===== config.mk =====
export PLATFORM = sky130hd
export DESIGN_NAME = pkh_packet_handler
export DESIGN_NICKNAME = d
export VERILOG_FILES = /design/src/logic/pkh_coder.v /design/src/logic/pkh_packet_handler.v
export VERILOG_INCLUDE_DIRS = /design/src /design/src/include
export SDC_FILE = /design/constraint.sdc
export NUM_CORES = 1
export LEC_CHECK = 0
export BUFFER_PORTS_ARGS = -buffer_cell sky130_fd_sc_hd__buf_2
export CORE_UTILIZATION = 30
export DETAILED_ROUTE_END_ITERATION = 10
export GPL_TIMING_DRIVEN = 0
export PLACE_DENSITY = 0.49
export SLEW_MARGIN = 30
export SYNTH_ARGS = -nofsm -noshare
export SYNTH_HDL_FRONTEND = slang
export SYNTH_HIERARCHICAL = 1
export SYNTH_SLANG_ARGS = --single-unit

===== constraint.sdc =====
create_clock -name clk_sys_in -period 8.43 [get_ports clk_sys_in]
set_input_delay 0 -clock clk_sys_in [delete_from_list [all_inputs] [get_ports clk_sys_in]]
set_output_delay 0 -clock clk_sys_in [all_outputs]
set_load 0.01 [all_outputs]

===== src/include/pkh_map.vh =====
// Register indices, field positions, reset values and coding constants of the packet handler.
`ifndef PKH_MAP_VH
`define PKH_MAP_VH

// Register indices; byte address is four times the index.
`define PKH_IDX_CFG1      8'h30
`define PKH_IDX_CFG2      8'h31
`define PKH_IDX_LEN_LO    8'h32
`define PKH_IDX_OWN_ID    8'h33
`define PKH_IDX_GRP_ID    8'h34
`define PKH_IDX_THRESH    8'h35
`define PKH_IDX_IRQ_ST    8'h38
`define PKH_IDX_IRQ_MASK  8'h39
`define PKH_IDX_FIFO      8'h3A
`define PKH_IDX_STATUS    8'h3B

// Field positions.
`define PKH_F_FORMAT      7
`define PKH_F_CODE_HI     6
`define PKH_F_CODE_LO     5
`define PKH_F_CRC_EN      4
`define PKH_F_KEEP        3
`define PKH_F_ADDR_HI     2
`define PKH_F_ADDR_LO     1
`define PKH_F_VARIANT     0
`define PKH_F_STYLE       6
`define PKH_F_COMPAT      5
`define PKH_F_BEACON      3
`define PKH_F_LEN_HI      2
`define PKH_F_TRIG        7
`define PKH_F_LIMIT_HI    5

// Reset values and writable masks.
`define PKH_RST_CFG1      8'h90
`define PKH_RST_CFG2      8'h40
`define PKH_RST_LEN_LO    8'h40
`define PKH_RST_ID        8'h00
`define PKH_RST_THRESH    8'h8F
`define PKH_WMASK_CFG2    8'h7F
`define PKH_WMASK_THRESH  8'hBF

// Field encodings.
`define PKH_CODE_MANCH    2'b01
`define PKH_CODE_WHITE    2'b10
`define PKH_FILT_OWN      2'b01
`define PKH_FILT_GROUP    2'b10

// Interrupt bit positions.
`define PKH_IRQ_BODY      0
`define PKH_IRQ_SENT      1
`define PKH_IRQ_CRC_OK    2
`define PKH_IRQ_OVERRUN   3

// Checksum and scrambler constants.
`define PKH_CRC_POLY_STD  16'h1021
`define PKH_CRC_POLY_ALT  16'h8005
`define PKH_CRC_INIT_STD  16'hFFFF
`define PKH_CRC_INIT_ALT  16'hFFFF
`define PKH_CRC_XOR_STD   16'hFFFF
`define PKH_CRC_XOR_ALT   16'h0000
`define PKH_PN_TAPS_STD   9'h021
`define PKH_PN_TAPS_ALT   9'h011
`define PKH_PN_SEED       9'h1FF

// FIFO depth is two to this power.
`define PKH_FIFO_AW       6

`endif


===== src/logic/pkh_coder.v =====
// Per-byte line coding, scrambling and checksum update for the packet handler.
`timescale 1ns/1ps
`include "pkh_map.vh"

module pkh_coder
(
  // Byte and direction
  input  wire [15:0] din_in,
  input  wire        decode_in,
  // Coding selection
  input  wire [1:0]  coding_in,
  input  wire        variant_in,
  // Running state
  input  wire [15:0] crc_in,
  input  wire [8:0]  lfsr_in,
  // Results
  output wire [15:0] word_out,
  output wire [7:0]  plain_out,
  output wire [15:0] crc_out,
  output wire [8:0]  lfsr_out
);

function [15:0] manch_enc(input [7:0] b);
  integer i;
  begin
    manch_enc = 16'h0000;
    for (i = 0; i < 8; i = i + 1)
    begin
      manch_enc[2*i+1] = b[i];
      manch_enc[2*i]   = ~b[i];
    end
  end
endfunction

function [7:0] manch_dec(input [15:0] w);
  integer i;
  begin
    manch_dec = 8'h00;
    for (i = 0; i < 8; i = i + 1)
      manch_dec[i] = w[2*i+1];
  end
endfunction

// Returns the advanced state above eight scrambler bits.
function [16:0] pn_step(input [8:0] s, input [8:0] taps);
  integer i;
  reg     [8:0] st;
  reg     [7:0] pn;
  begin
    st = s;
    pn = 8'h00;
    for (i = 0; i < 8; i = i + 1)
    begin
      pn[i] = st[0];
      st    = {^(st & taps), st[8:1]};
    end
    pn_step = {st, pn};
  end
endfunction

function [15:0] crc_step(input [15:0] c, input [7:0] b, input [15:0] poly);
  integer i;
  reg     [15:0] r;
  begin
    r = c;
    for (i = 7; i >= 0; i = i - 1)
      r = {r[14:0], 1'b0} ^ ((r[15] ^ b[i]) ? poly : 16'h0000);
    crc_step = r;
  end
endfunction

wire        manch  = (coding_in == `PKH_CODE_MANCH);
wire        whiten = (coding_in == `PKH_CODE_WHITE);
wire [16:0] pn     = pn_step(lfsr_in, variant_in ? `PKH_PN_TAPS_ALT : `PKH_PN_TAPS_STD);
wire [7:0]  line_b = manch ? manch_dec(din_in) : din_in[7:0];
wire [7:0]  rx_b   = whiten ? (line_b ^ pn[7:0]) : line_b;
wire [7:0]  tx_w   = whiten ? (din_in[7:0] ^ pn[7:0]) : din_in[7:0];

// Scrambling sits inside the Manchester layer so both directions undo in reverse order.
assign plain_out = decode_in ? rx_b : din_in[7:0];
assign word_out  = manch ? manch_enc(tx_w) : {8'h00, tx_w};
assign lfsr_out  = whiten ? pn[16:8] : lfsr_in;
assign crc_out   = crc_step(crc_in, plain_out,
                            variant_in ? `PKH_CRC_POLY_ALT : `PKH_CRC_POLY_STD);

endmodule


===== src/logic/pkh_packet_handler.v =====
// Packet handler: registers, byte FIFO and frame sequencing between host and modem.
//
// Implementation choice: the AHB-Lite register port.
`timescale 1ns/1ps
`include "pkh_map.vh"
// Contract
// (RL1) Format bit: clear gives fixed frames, set gives variable frames with length byte.
// (RL2) Coding field: none, Manchester or whitening; applied on send, removed on receive.
// (RL3) Checksum enable appends a CRC on send and checks it on receive.
// (RL4) Bad CRC: flush and restart unless keep bit set, then keep and flag.
// (RL5) Address filter: all, own address only, or own or group address.
// (RL6) Variant bit picks standard or alternate checksum polynomial and scrambler.
// (RL7) Processing style bit: continuous bitstream when clear, packet engine when set.
// (RL8) Compatibility enable bit, reset clear, switches compatibility mode; neighbour reserved.
// (RL9) Beacon operation only applies with fixed-length frames.
// (RL10) Body length is eleven bits; low byte register resets to 0x40.
// (RL11) Fixed frames: exact body size; variable: receive maximum, ignored on send.
// (RL12) Send trigger: level above threshold when clear, non-empty when set.
// (RL13) Level flag while FIFO count is at least threshold plus one.
// (RL14) Sync length is size plus one, or exactly size in compatibility mode.

module pkh_packet_handler
(
  // Clock and reset
  input  wire        clk_sys_in,
  input  wire        arst_n_in,
  // AHB-Lite slave
  input  wire        hsel_in,
  input  wire [31:0] haddr_in,
  input  wire [1:0]  htrans_in,
  input  wire        hwrite_in,
  input  wire [2:0]  hsize_in,
  input  wire        hready_in,
  input  wire [31:0] hwdata_in,
  output wire [31:0] hrdata_out,
  output wire        hreadyout_out,
  output wire        hresp_out,
  // Modem transmit side
  input  wire        tx_enable_in,
  input  wire        tx_ready_in,
  output wire        tx_valid_out,
  output wire        tx_wide_out,
  output wire [15:0] tx_data_out,
  // Modem receive side
  input  wire        rx_enable_in,
  input  wire        rx_start_in,
  input  wire        rx_valid_in,
  input  wire [15:0] rx_data_in,
  // Sync length and flags
  input  wire [2:0]  sync_size_in,
  output wire [3:0]  sync_len_out,
  output wire        buffer_level_out,
  output wire        buffer_empty_out,
  output wire        irq_out
);

localparam [3:0] ST_IDLE     = 4'h0;
localparam [3:0] ST_TX_LEN   = 4'h1;
localparam [3:0] ST_TX_BODY  = 4'h2;
localparam [3:0] ST_TX_CRCH  = 4'h3;
localparam [3:0] ST_TX_CRCL  = 4'h4;
localparam [3:0] ST_TX_END   = 4'h5;
localparam [3:0] ST_RX_LEN   = 4'h6;
localparam [3:0] ST_RX_BODY  = 4'h7;
localparam [3:0] ST_RX_CRCH  = 4'h8;
localparam [3:0] ST_RX_CRCL  = 4'h9;
localparam [6:0] FIFO_DEPTH  = 7'h40;

// ----
// Registers and configuration fields
// ----
reg  [7:0]  cfg1_ff;
reg  [7:0]  cfg2_ff;
reg  [7:0]  len_lo_ff;
reg  [7:0]  own_id_ff;
reg  [7:0]  grp_id_ff;
reg  [7:0]  thr_ff;
reg  [3:0]  irq_st_ff;
reg  [3:0]  irq_mask_ff;
reg         dp_wr_ff;
reg  [7:0]  dp_idx_ff;
reg  [31:0] hrdata_ff;
reg  [31:0] rd_val;

wire        frame_length_kind     = cfg1_ff[`PKH_F_FORMAT];
wire [1:0]  line_balance_coding   = cfg1_ff[`PKH_F_CODE_HI:`PKH_F_CODE_LO];
wire        checksum_enable       = cfg1_ff[`PKH_F_CRC_EN];
wire        keep_buffer_on_bad_check = cfg1_ff[`PKH_F_KEEP];
wire [1:0]  address_match_select  = cfg1_ff[`PKH_F_ADDR_HI:`PKH_F_ADDR_LO];
wire        checksum_scrambler_variant = cfg1_ff[`PKH_F_VARIANT];
wire        processing_style      = cfg2_ff[`PKH_F_STYLE];
wire        home_automation_compat = cfg2_ff[`PKH_F_COMPAT];
wire        beacon_enable         = cfg2_ff[`PKH_F_BEACON];
wire [10:0] body_length           = {cfg2_ff[`PKH_F_LEN_HI:0], len_lo_ff}; // RL10
wire        send_trigger_select   = thr_ff[`PKH_F_TRIG];
wire [6:0]  buffer_level_limit    = {1'b0, thr_ff[`PKH_F_LIMIT_HI:0]};

// ----
// FIFO storage and flags
// ----
reg  [7:0]  fifo_mem [0:FIFO_DEPTH-1];
reg  [6:0]  wr_ptr_ff;
reg  [6:0]  rd_ptr_ff;
reg  [6:0]  frame_rd_ff;

wire [6:0]  fill       = wr_ptr_ff - rd_ptr_ff;
wire        fifo_empty = (fill == 7'h00);
wire        fifo_full  = (fill == FIFO_DEPTH);
wire [7:0]  fifo_head  = fifo_mem[rd_ptr_ff[`PKH_FIFO_AW-1:0]];
wire        buffer_level_flag = (fill >= buffer_level_limit + 7'h01); // RL13
wire        buffer_empty_flag = fifo_empty;

// ----
// Bus decode
// ----
wire        ap       = hsel_in & htrans_in[1] & hready_in;
wire [7:0]  ap_idx   = haddr_in[9:2];
wire        host_pop = ap & ~hwrite_in & (ap_idx == `PKH_IDX_FIFO) & ~fifo_empty;
wire        host_push = dp_wr_ff & (dp_idx_ff == `PKH_IDX_FIFO);
wire        irq_wr   = dp_wr_ff & (dp_idx_ff == `PKH_IDX_IRQ_ST);

// ----
// Frame engine
// ----
reg  [3:0]  state_ff;
reg  [10:0] cnt_ff;
reg  [10:0] len_ff;
reg  [15:0] crc_ff;
reg  [8:0]  lfsr_ff;
reg  [7:0]  crc_hi_ff;
reg         tx_valid_ff;
reg         tx_wide_ff;
reg  [15:0] tx_data_ff;
reg  [3:0]  nxt_state;
reg  [10:0] nxt_cnt;
reg  [10:0] nxt_len;
reg  [15:0] nxt_crc;
reg  [8:0]  nxt_lfsr;
reg  [7:0]  nxt_crc_hi;
reg         nxt_tx_valid;
reg         nxt_tx_wide;
reg  [15:0] nxt_tx_data;
reg         eng_push;
reg         eng_pop;
reg  [7:0]  eng_data;
reg         flush;
reg         rewind;
reg  [3:0]  ev;

wire [15:0] cod_word;
wire [7:0]  cod_plain;
wire [15:0] cod_crc;
wire [8:0]  cod_lfsr;

wire        rx_side   = (state_ff >= ST_RX_LEN);
wire        slot_free = ~tx_valid_ff | tx_ready_in;
wire        manch     = (line_balance_coding == `PKH_CODE_MANCH);
wire [15:0] crc_init  = checksum_scrambler_variant ? `PKH_CRC_INIT_ALT : `PKH_CRC_INIT_STD;
wire [15:0] crc_fin   = crc_ff ^ (checksum_scrambler_variant ? `PKH_CRC_XOR_ALT
                                                               : `PKH_CRC_XOR_STD); // RL6
wire [7:0]  tx_byte   = (state_ff == ST_TX_CRCH) ? crc_fin[15:8] :
                        (state_ff == ST_TX_CRCL) ? crc_fin[7:0] : fifo_head;
wire        tx_go     = send_trigger_select ? ~buffer_empty_flag
                                            : (fill > buffer_level_limit); // RL12
wire        beacon_on = beacon_enable & ~frame_length_kind; // RL9

function addr_ok(input [1:0] sel, input [7:0] b, input [7:0] own, input [7:0] grp);
  begin
    case (sel)
      `PKH_FILT_OWN:   addr_ok = (b == own);
      `PKH_FILT_GROUP: addr_ok = (b == own) | (b == grp);
      default:         addr_ok = 1'b1;
    endcase
  end
endfunction

pkh_coder u_coder
(
  .din_in     (rx_side ? rx_data_in : {8'h00, tx_byte}),
  .decode_in  (rx_side),
  .coding_in  (line_balance_coding), // RL2
  .variant_in (checksum_scrambler_variant), // RL6
  .crc_in     (crc_ff),
  .lfsr_in    (lfsr_ff),
  .word_out   (cod_word),
  .plain_out  (cod_plain),
  .crc_out    (cod_crc),
  .lfsr_out   (cod_lfsr)
);

always @*
begin
  nxt_state    = state_ff;
  nxt_cnt      = cnt_ff;
  nxt_len      = len_ff;
  nxt_crc      = crc_ff;
  nxt_lfsr     = lfsr_ff;
  nxt_crc_hi   = crc_hi_ff;
  nxt_tx_valid = tx_valid_ff & ~tx_ready_in;
  nxt_tx_wide  = tx_wide_ff;
  nxt_tx_data  = tx_data_ff;
  eng_push     = 1'b0;
  eng_pop      = 1'b0;
  eng_data     = cod_plain;
  flush        = 1'b0;
  rewind       = 1'b0;
  ev           = 4'h0;
  case (state_ff)
    ST_IDLE:
    begin
      if (!processing_style) // RL7
      begin
        if (tx_enable_in & slot_free & ~fifo_empty)
        begin
          eng_pop      = 1'b1;
          nxt_tx_valid = 1'b1;
          nxt_tx_wide  = 1'b0;
          nxt_tx_data  = {8'h00, fifo_head};
        end
        if (rx_enable_in & rx_valid_in)
        begin
          eng_push = 1'b1;
          eng_data = rx_data_in[7:0];
        end
      end
      else if ((rx_enable_in & rx_start_in) | (~rx_enable_in & tx_enable_in & tx_go))
      begin
        nxt_crc  = crc_init;
        nxt_lfsr = `PKH_PN_SEED;
        nxt_cnt  = 11'h000;
        nxt_len  = body_length; // RL11
        if (rx_enable_in)
          nxt_state = frame_length_kind ? ST_RX_LEN : ST_RX_BODY; // RL1
        else
          nxt_state = frame_length_kind ? ST_TX_LEN : ST_TX_BODY; // RL1
      end
    end
    ST_TX_LEN, ST_TX_BODY:
    begin
      if ((state_ff == ST_TX_BODY) && (cnt_ff == len_ff))
        nxt_state = checksum_enable ? ST_TX_CRCH : ST_TX_END; // RL3
      else if (slot_free & ~fifo_empty)
      begin
        eng_pop      = 1'b1;
        nxt_tx_valid = 1'b1;
        nxt_tx_wide  = manch;
        nxt_tx_data  = cod_word;
        nxt_lfsr     = cod_lfsr;
        nxt_crc      = cod_crc;
        if (state_ff == ST_TX_LEN)
        begin
          // The length byte from the FIFO replaces the configured size.
          nxt_len   = {3'b000, fifo_head}; // RL11
          nxt_state = ST_TX_BODY;
        end
        else
          nxt_cnt = cnt_ff + 11'h001;
      end
    end
    ST_TX_CRCH, ST_TX_CRCL:
    begin
      if (slot_free)
      begin
        nxt_tx_valid = 1'b1;
        nxt_tx_wide  = manch;
        nxt_tx_data  = cod_word;
        nxt_lfsr     = cod_lfsr;
        nxt_state    = (state_ff == ST_TX_CRCH) ? ST_TX_CRCL : ST_TX_END; // RL3
      end
    end
    ST_TX_END:
    begin
      ev[`PKH_IRQ_SENT] = 1'b1;
      rewind    = beacon_on; // RL9
      nxt_state = ST_IDLE;
    end
    ST_RX_LEN:
    begin
      if (rx_valid_in)
      begin
        if ((cod_plain == 8'h00) || ({3'b000, cod_plain} > body_length)) // RL11
        begin
          flush     = 1'b1;
          nxt_state = ST_IDLE;
        end
        else
        begin
          eng_push  = 1'b1;
          nxt_crc   = cod_crc;
          nxt_lfsr  = cod_lfsr;
          nxt_len   = {3'b000, cod_plain};
          nxt_state = ST_RX_BODY;
        end
      end
    end
    ST_RX_BODY:
    begin
      if (cnt_ff == len_ff)
      begin
        nxt_state = checksum_enable ? ST_RX_CRCH : ST_IDLE; // RL3
        ev[`PKH_IRQ_BODY] = ~checksum_enable;
      end
      else if (rx_valid_in)
      begin
        if ((cnt_ff == 11'h000) &&
            !addr_ok(address_match_select, cod_plain, own_id_ff, grp_id_ff)) // RL5
        begin
          flush     = 1'b1;
          nxt_state = ST_IDLE;
        end
        else
        begin
          eng_push = 1'b1;
          nxt_crc  = cod_crc;
          nxt_lfsr = cod_lfsr;
          nxt_cnt  = cnt_ff + 11'h001;
        end
      end
    end
    ST_RX_CRCH:
    begin
      if (rx_valid_in)
      begin
        nxt_crc_hi = cod_plain;
        nxt_lfsr   = cod_lfsr;
        nxt_state  = ST_RX_CRCL;
      end
    end
    ST_RX_CRCL:
    begin
      if (rx_valid_in)
      begin
        nxt_lfsr  = cod_lfsr;
        nxt_state = ST_IDLE;
        if ({crc_hi_ff, cod_plain} == crc_fin) // RL3
        begin
          ev[`PKH_IRQ_BODY]   = 1'b1;
          ev[`PKH_IRQ_CRC_OK] = 1'b1;
        end
        else if (keep_buffer_on_bad_check) // RL4
          ev[`PKH_IRQ_BODY] = 1'b1;
        else
          flush = 1'b1; // RL4
      end
    end
    default:
      nxt_state = ST_IDLE;
  endcase
  // Dropping the enable abandons a frame; the FIFO keeps what it has.
  if ((rx_side & ~rx_enable_in) | (~rx_side & (state_ff != ST_IDLE) & ~tx_enable_in))
    nxt_state = ST_IDLE;
end

always @(posedge clk_sys_in or negedge arst_n_in)
begin
  if (!arst_n_in)
  begin
    state_ff    <= ST_IDLE;
    cnt_ff      <= 11'h000;
    len_ff      <= 11'h000;
    crc_ff      <= 16'h0000;
    lfsr_ff     <= 9'h000;
    crc_hi_ff   <= 8'h00;
    tx_valid_ff <= 1'b0;
    tx_wide_ff  <= 1'b0;
    tx_data_ff  <= 16'h0000;
  end
  else
  begin
    state_ff    <= nxt_state;
    cnt_ff      <= nxt_cnt;
    len_ff      <= nxt_len;
    crc_ff      <= nxt_crc;
    lfsr_ff     <= nxt_lfsr;
    crc_hi_ff   <= nxt_crc_hi;
    tx_valid_ff <= nxt_tx_valid;
    tx_wide_ff  <= nxt_tx_wide;
    tx_data_ff  <= nxt_tx_data;
  end
end

// ----
// FIFO pointers
// ----
// The engine owns the port in its direction; a host access colliding with it is lost.
wire        do_push = (eng_push | host_push) & ~fifo_full;
wire        do_pop  = eng_pop | host_pop;
wire [7:0]  push_data = eng_push ? eng_data : hwdata_in[7:0];

always @(posedge clk_sys_in)
begin
  if (do_push)
    fifo_mem[wr_ptr_ff[`PKH_FIFO_AW-1:0]] <= push_data;
end

always @(posedge clk_sys_in or negedge arst_n_in)
begin
  if (!arst_n_in)
  begin
    wr_ptr_ff   <= 7'h00;
    rd_ptr_ff   <= 7'h00;
    frame_rd_ff <= 7'h00;
  end
  else
  begin
    if (do_push)
      wr_ptr_ff <= wr_ptr_ff + 7'h01;
    if (state_ff == ST_IDLE)
      frame_rd_ff <= rd_ptr_ff;
    if (flush) // RL4
      rd_ptr_ff <= wr_ptr_ff;
    else if (rewind) // RL9
      rd_ptr_ff <= frame_rd_ff;
    else if (do_pop)
      rd_ptr_ff <= rd_ptr_ff + 7'h01;
  end
end

// ----
// Register file and bus slave
// ----
always @*
begin
  case (ap_idx)
    `PKH_IDX_CFG1:     rd_val = {24'h000000, cfg1_ff};
    `PKH_IDX_CFG2:     rd_val = {24'h000000, cfg2_ff};
    `PKH_IDX_LEN_LO:   rd_val = {24'h000000, len_lo_ff};
    `PKH_IDX_OWN_ID:   rd_val = {24'h000000, own_id_ff};
    `PKH_IDX_GRP_ID:   rd_val = {24'h000000, grp_id_ff};
    `PKH_IDX_THRESH:   rd_val = {24'h000000, thr_ff};
    `PKH_IDX_IRQ_ST:   rd_val = {28'h0000000, irq_st_ff};
    `PKH_IDX_IRQ_MASK: rd_val = {28'h0000000, irq_mask_ff};
    `PKH_IDX_FIFO:     rd_val = {24'h000000, fifo_empty ? 8'h00 : fifo_head};
    `PKH_IDX_STATUS:   rd_val = {17'h00000, fill, 5'h00, buffer_level_flag,
                                 fifo_full, buffer_empty_flag};
    default:           rd_val = 32'h00000000;
  endcase
end

always @(posedge clk_sys_in or negedge arst_n_in)
begin
  if (!arst_n_in)
  begin
    cfg1_ff     <= `PKH_RST_CFG1;
    cfg2_ff     <= `PKH_RST_CFG2; // RL7 RL8
    len_lo_ff   <= `PKH_RST_LEN_LO; // RL10
    own_id_ff   <= `PKH_RST_ID;
    grp_id_ff   <= `PKH_RST_ID;
    thr_ff      <= `PKH_RST_THRESH; // RL12 RL13
    irq_st_ff   <= 4'h0;
    irq_mask_ff <= 4'h0;
    dp_wr_ff    <= 1'b0;
    dp_idx_ff   <= 8'h00;
    hrdata_ff   <= 32'h00000000;
  end
  else
  begin
    // Writes hold one wait state so a following read sees the new value.
    dp_wr_ff <= ap & hwrite_in;
    if (ap)
      dp_idx_ff <= ap_idx;
    if (ap & ~hwrite_in)
      hrdata_ff <= rd_val;
    if (dp_wr_ff)
    begin
      case (dp_idx_ff)
        `PKH_IDX_CFG1:     cfg1_ff     <= hwdata_in[7:0];
        `PKH_IDX_CFG2:     cfg2_ff     <= hwdata_in[7:0] & `PKH_WMASK_CFG2;
        `PKH_IDX_LEN_LO:   len_lo_ff   <= hwdata_in[7:0];
        `PKH_IDX_OWN_ID:   own_id_ff   <= hwdata_in[7:0];
        `PKH_IDX_GRP_ID:   grp_id_ff   <= hwdata_in[7:0];
        `PKH_IDX_THRESH:   thr_ff      <= hwdata_in[7:0] & `PKH_WMASK_THRESH;
        `PKH_IDX_IRQ_MASK: irq_mask_ff <= hwdata_in[3:0];
        default:           ;
      endcase
    end
    // A new event wins over a write-one-to-clear in the same cycle.
    irq_st_ff <= (irq_st_ff & ~(irq_wr ? hwdata_in[3:0] : 4'h0)) | ev |
                 {eng_push & fifo_full, 3'b000};
  end
end

// ----
// Outputs
// ----
assign hrdata_out       = hrdata_ff;
assign hreadyout_out    = ~dp_wr_ff;
assign hresp_out        = 1'b0;
assign tx_valid_out     = tx_valid_ff;
assign tx_wide_out      = tx_wide_ff;
assign tx_data_out      = tx_data_ff;
assign sync_len_out     = home_automation_compat ? {1'b0, sync_size_in}
                                                 : {1'b0, sync_size_in} + 4'h1; // RL14 RL8
assign buffer_level_out = buffer_level_flag;
assign buffer_empty_out = buffer_empty_flag;
assign irq_out          = |(irq_st_ff & irq_mask_ff);

endmodule


==> impl_metrics.env <==
export IMPL_clockBufferDepth=3
export IMPL_end_kind="flop"
export IMPL_powerDensity_mw_per_mm2=358.3
export IMPL_p_int_w=0.008429
export IMPL_critical_path_required_ns=8.71
export IMPL_status="finished clean"
export IMPL_place_inst=3834
export IMPL_root_buffer="clkbuf_16"
export IMPL_power_frac_seq=0.296
export IMPL_finalSetupViolCount=0
export IMPL_nNetsFinal=2656
export IMPL_wl_met2_um=49110
export IMPL_antenna_found_initial=2
export IMPL_crit_path_max_fanout=10
export IMPL_slowest_delay_ns=0.54
export IMPL_clock_skew_ns=0.03537
export IMPL_hold_violations=0
export IMPL_numCtsBuffers=77
export IMPL_area_growth_pct=18.99
export IMPL_start_util=0.3021
export IMPL_switching_power_w=0.005576
export IMPL_clk_latency_ns=0.65
export IMPL_wire_per_inst_um=25.17
export IMPL_hpwl_um=72100
export IMPL_htree_levels=3
export IMPL_rsz0062_at_grt="yes"
export IMPL_clk_pin_slew_worst_paths_ns=0.06
export IMPL_synth_area_mm2=0.03284
export IMPL_overflow=0
export IMPL_synth_warnings=6
export IMPL_fp_dieH_um=332.9
export IMPL_port_buffers=75
export IMPL_grt_pass1_vias=21641
export IMPL_die_width_um=332.9
export IMPL_worst_pin_slew_ns=1.034
export IMPL_highest_layer="met4"
export IMPL_slew_viol_final=0
export IMPL_clock_sinks=688
export IMPL_p_sw_frac=0.3981
export IMPL_hold_worst_slack_ns=0.04766
export IMPL_viasPerCell=5.241
export IMPL_crit_type="reg2reg"
export IMPL_cp_common_cell="buf_2"
export IMPL_core_area_mm2=0.1087
export IMPL_grt_max_degree=79
export IMPL_stdcell_count=3996
export IMPL_cp_num_buf_inv=8
export IMPL_cellLeakagePower_nw=13.98
export IMPL_fmax_mhz=119.1
export IMPL_dieArea_mm2=0.1108
export IMPL_wl_met1_um=42620
export IMPL_wl_met3_um=5217
export IMPL_grt_use_total=0.1814
export IMPL_p_total_w=0.01400
export IMPL_first_iter_violations=1787
export IMPL_pwr_share_comb=0.466
export IMPL_netlist_instances=2296
export IMPL_relSlewSlack=0.3105
export IMPL_syn_avg_cell_area_um2=14.30
export IMPL_cp_arrival_ns=8.68
export IMPL_grt_pass1_wl_um=148400
export IMPL_slowest_stage="nor2_2"
export IMPL_ant_nets=0
export IMPL_vias=20942
export IMPL_critical_path_top_delay_family="compound AO/OA/AOI/OAI gates"
export IMPL_clockPowerShare=0.238
export IMPL_finalSetupTns_ns=0
export IMPL_post_route_period_util=0.9963
export IMPL_routed_wl_um=100600
export IMPL_io_pins=157
export IMPL_final_cell_mix="edfxtp_1, dfrtp_1, nand2_1, mux4_2, buf_2"
export IMPL_gp_congestion=0.8895
export IMPL_ir_drop_v=0.0002231
export IMPL_cts_tree="built"
export IMPL_drc=0
export IMPL_first_pass_iters=5
export IMPL_final_layout_size_suffix_gt1_frac=0.2666
export IMPL_layout_commonest_cell="edfxtp_1"
export IMPL_hp_class="in2reg"
export IMPL_period_minus_slack_ns=8.399
export IMPL_setup_ws_ns=0.03120
export IMPL_dp_slack_ns=-1.520
export IMPL_rows=121
export IMPL_cap_violations=0
export IMPL_start_kind="flop"
[path summary, 6_finish.rpt]
kind	startpoint	endpoint	slack, ns	cells past startpoint
worst min-delay path	htrans_in[1]	dp_idx_ff[7]	0.05	3
worst max register to register	rd_ptr_ff[1]	fifo_mem[47][7]	0.03	25
worst max-delay path	rd_ptr_ff[1]	fifo_mem[47][7]	0.03	25
min in group asynchronous	arst_n_in	thr_ff[3]	0.47	3
max in group asynchronous	arst_n_in	tx_data_out[14]	7.47	4
worst min register to register	hrdata_out[14]	hrdata_out[14]	0.47	2
[through the flow]
stage	util	cell area [µm²]
after floorplan	-	32910
after global placement	0.3225	35050
after detailed placement	0.3297	35840
after CTS	0.3588	39000
after global routing	0.3595	39080
final	0.3595	39080
[routing by layer]
metal	vias up	GRT usage
met5	-	0
met1	10830	0.2379
met3	184	0.02455
met2	751	0.3053
li1	9177	-
met4	0	0.06677
[layout make-up]
cell class,count,area (µm²)
Clock inverter,36,359.1
Fill cell,10384,69620
Timing Repair Buffer,131,1216
Inverter,79,296.5
Multi-Input combinational cell,1379,12640
Antenna cell,1,2.502
Clock buffer,103,2148
Buffer,165,863.3
Tap cell,1414,1769
Sequential cell,688,19790
[worst register-to-register path, cell delays in order (launching register included)]
cell	delay (ns)
dfrtp_1	0.42
buf_2	0.18
buf_2	0.39
clkbuf_2	0.41
clkbuf_2	0.41
mux4_2	0.33
mux2i_1	0.11
a221oi_2	0.48
o21ai_0	0.16
nand2_1	0.27
inv_1	0.21
o21ai_2	0.45
nor2b_1	0.09
mux2_2	0.30
a221oi_4	0.41
inv_1	0.14
buf_2	0.24
xor2_1	0.19
nor4_1	0.37
a22oi_1	0.15
o2111ai_2	0.46
and2b_1	0.37
o311ai_1	0.28
or2_2	0.35
buf_2	0.30
nor2_2	0.55
[timing repair]
| item | in CTS | in global routing |
|---|---|---|
| pin swaps | 1 | 0 |
| endpoints found under the setup margin | 1082 | 492 |
| gates resized for setup | 116 | 13 |
| hold buffers | 23 | 0 |
| hold endpoints to repair | 220 | 0 |
| buffers inserted | 1 | 0 |
[sequential cells by signal, summed over array words and instances (netlist names), 4 cells and up]
signal       count
cfg1_ff          8
frame_rd_ff      7
thr_ff           7
hrdata_out      15
dp_idx_ff        8
len_ff          11
wr_ptr_ff        7
cfg2_ff          7
grp_id_ff        8
state_ff         4
crc_hi_ff        8
lfsr_ff          9
fifo_mem       512
crc_ff          16
irq_st_ff        4
own_id_ff        8
irq_mask_ff      4
len_lo_ff        8
rd_ptr_ff        7
tx_data_out     16
cnt_ff          11
[power by group through the flow]
stage,registers (W),clock network (W),logic (W)
after floorplan,0.00418,0,0.00418
after global placement,0.00427,0,0.00619
after detailed placement,0.00421,0,0.00643
after CTS,0.00415,0.00341,0.00653
after global routing,0.00417,0.00353,0.00697
final,0.00415,0.00333,0.00652
(Power assumes the default switching activity.)
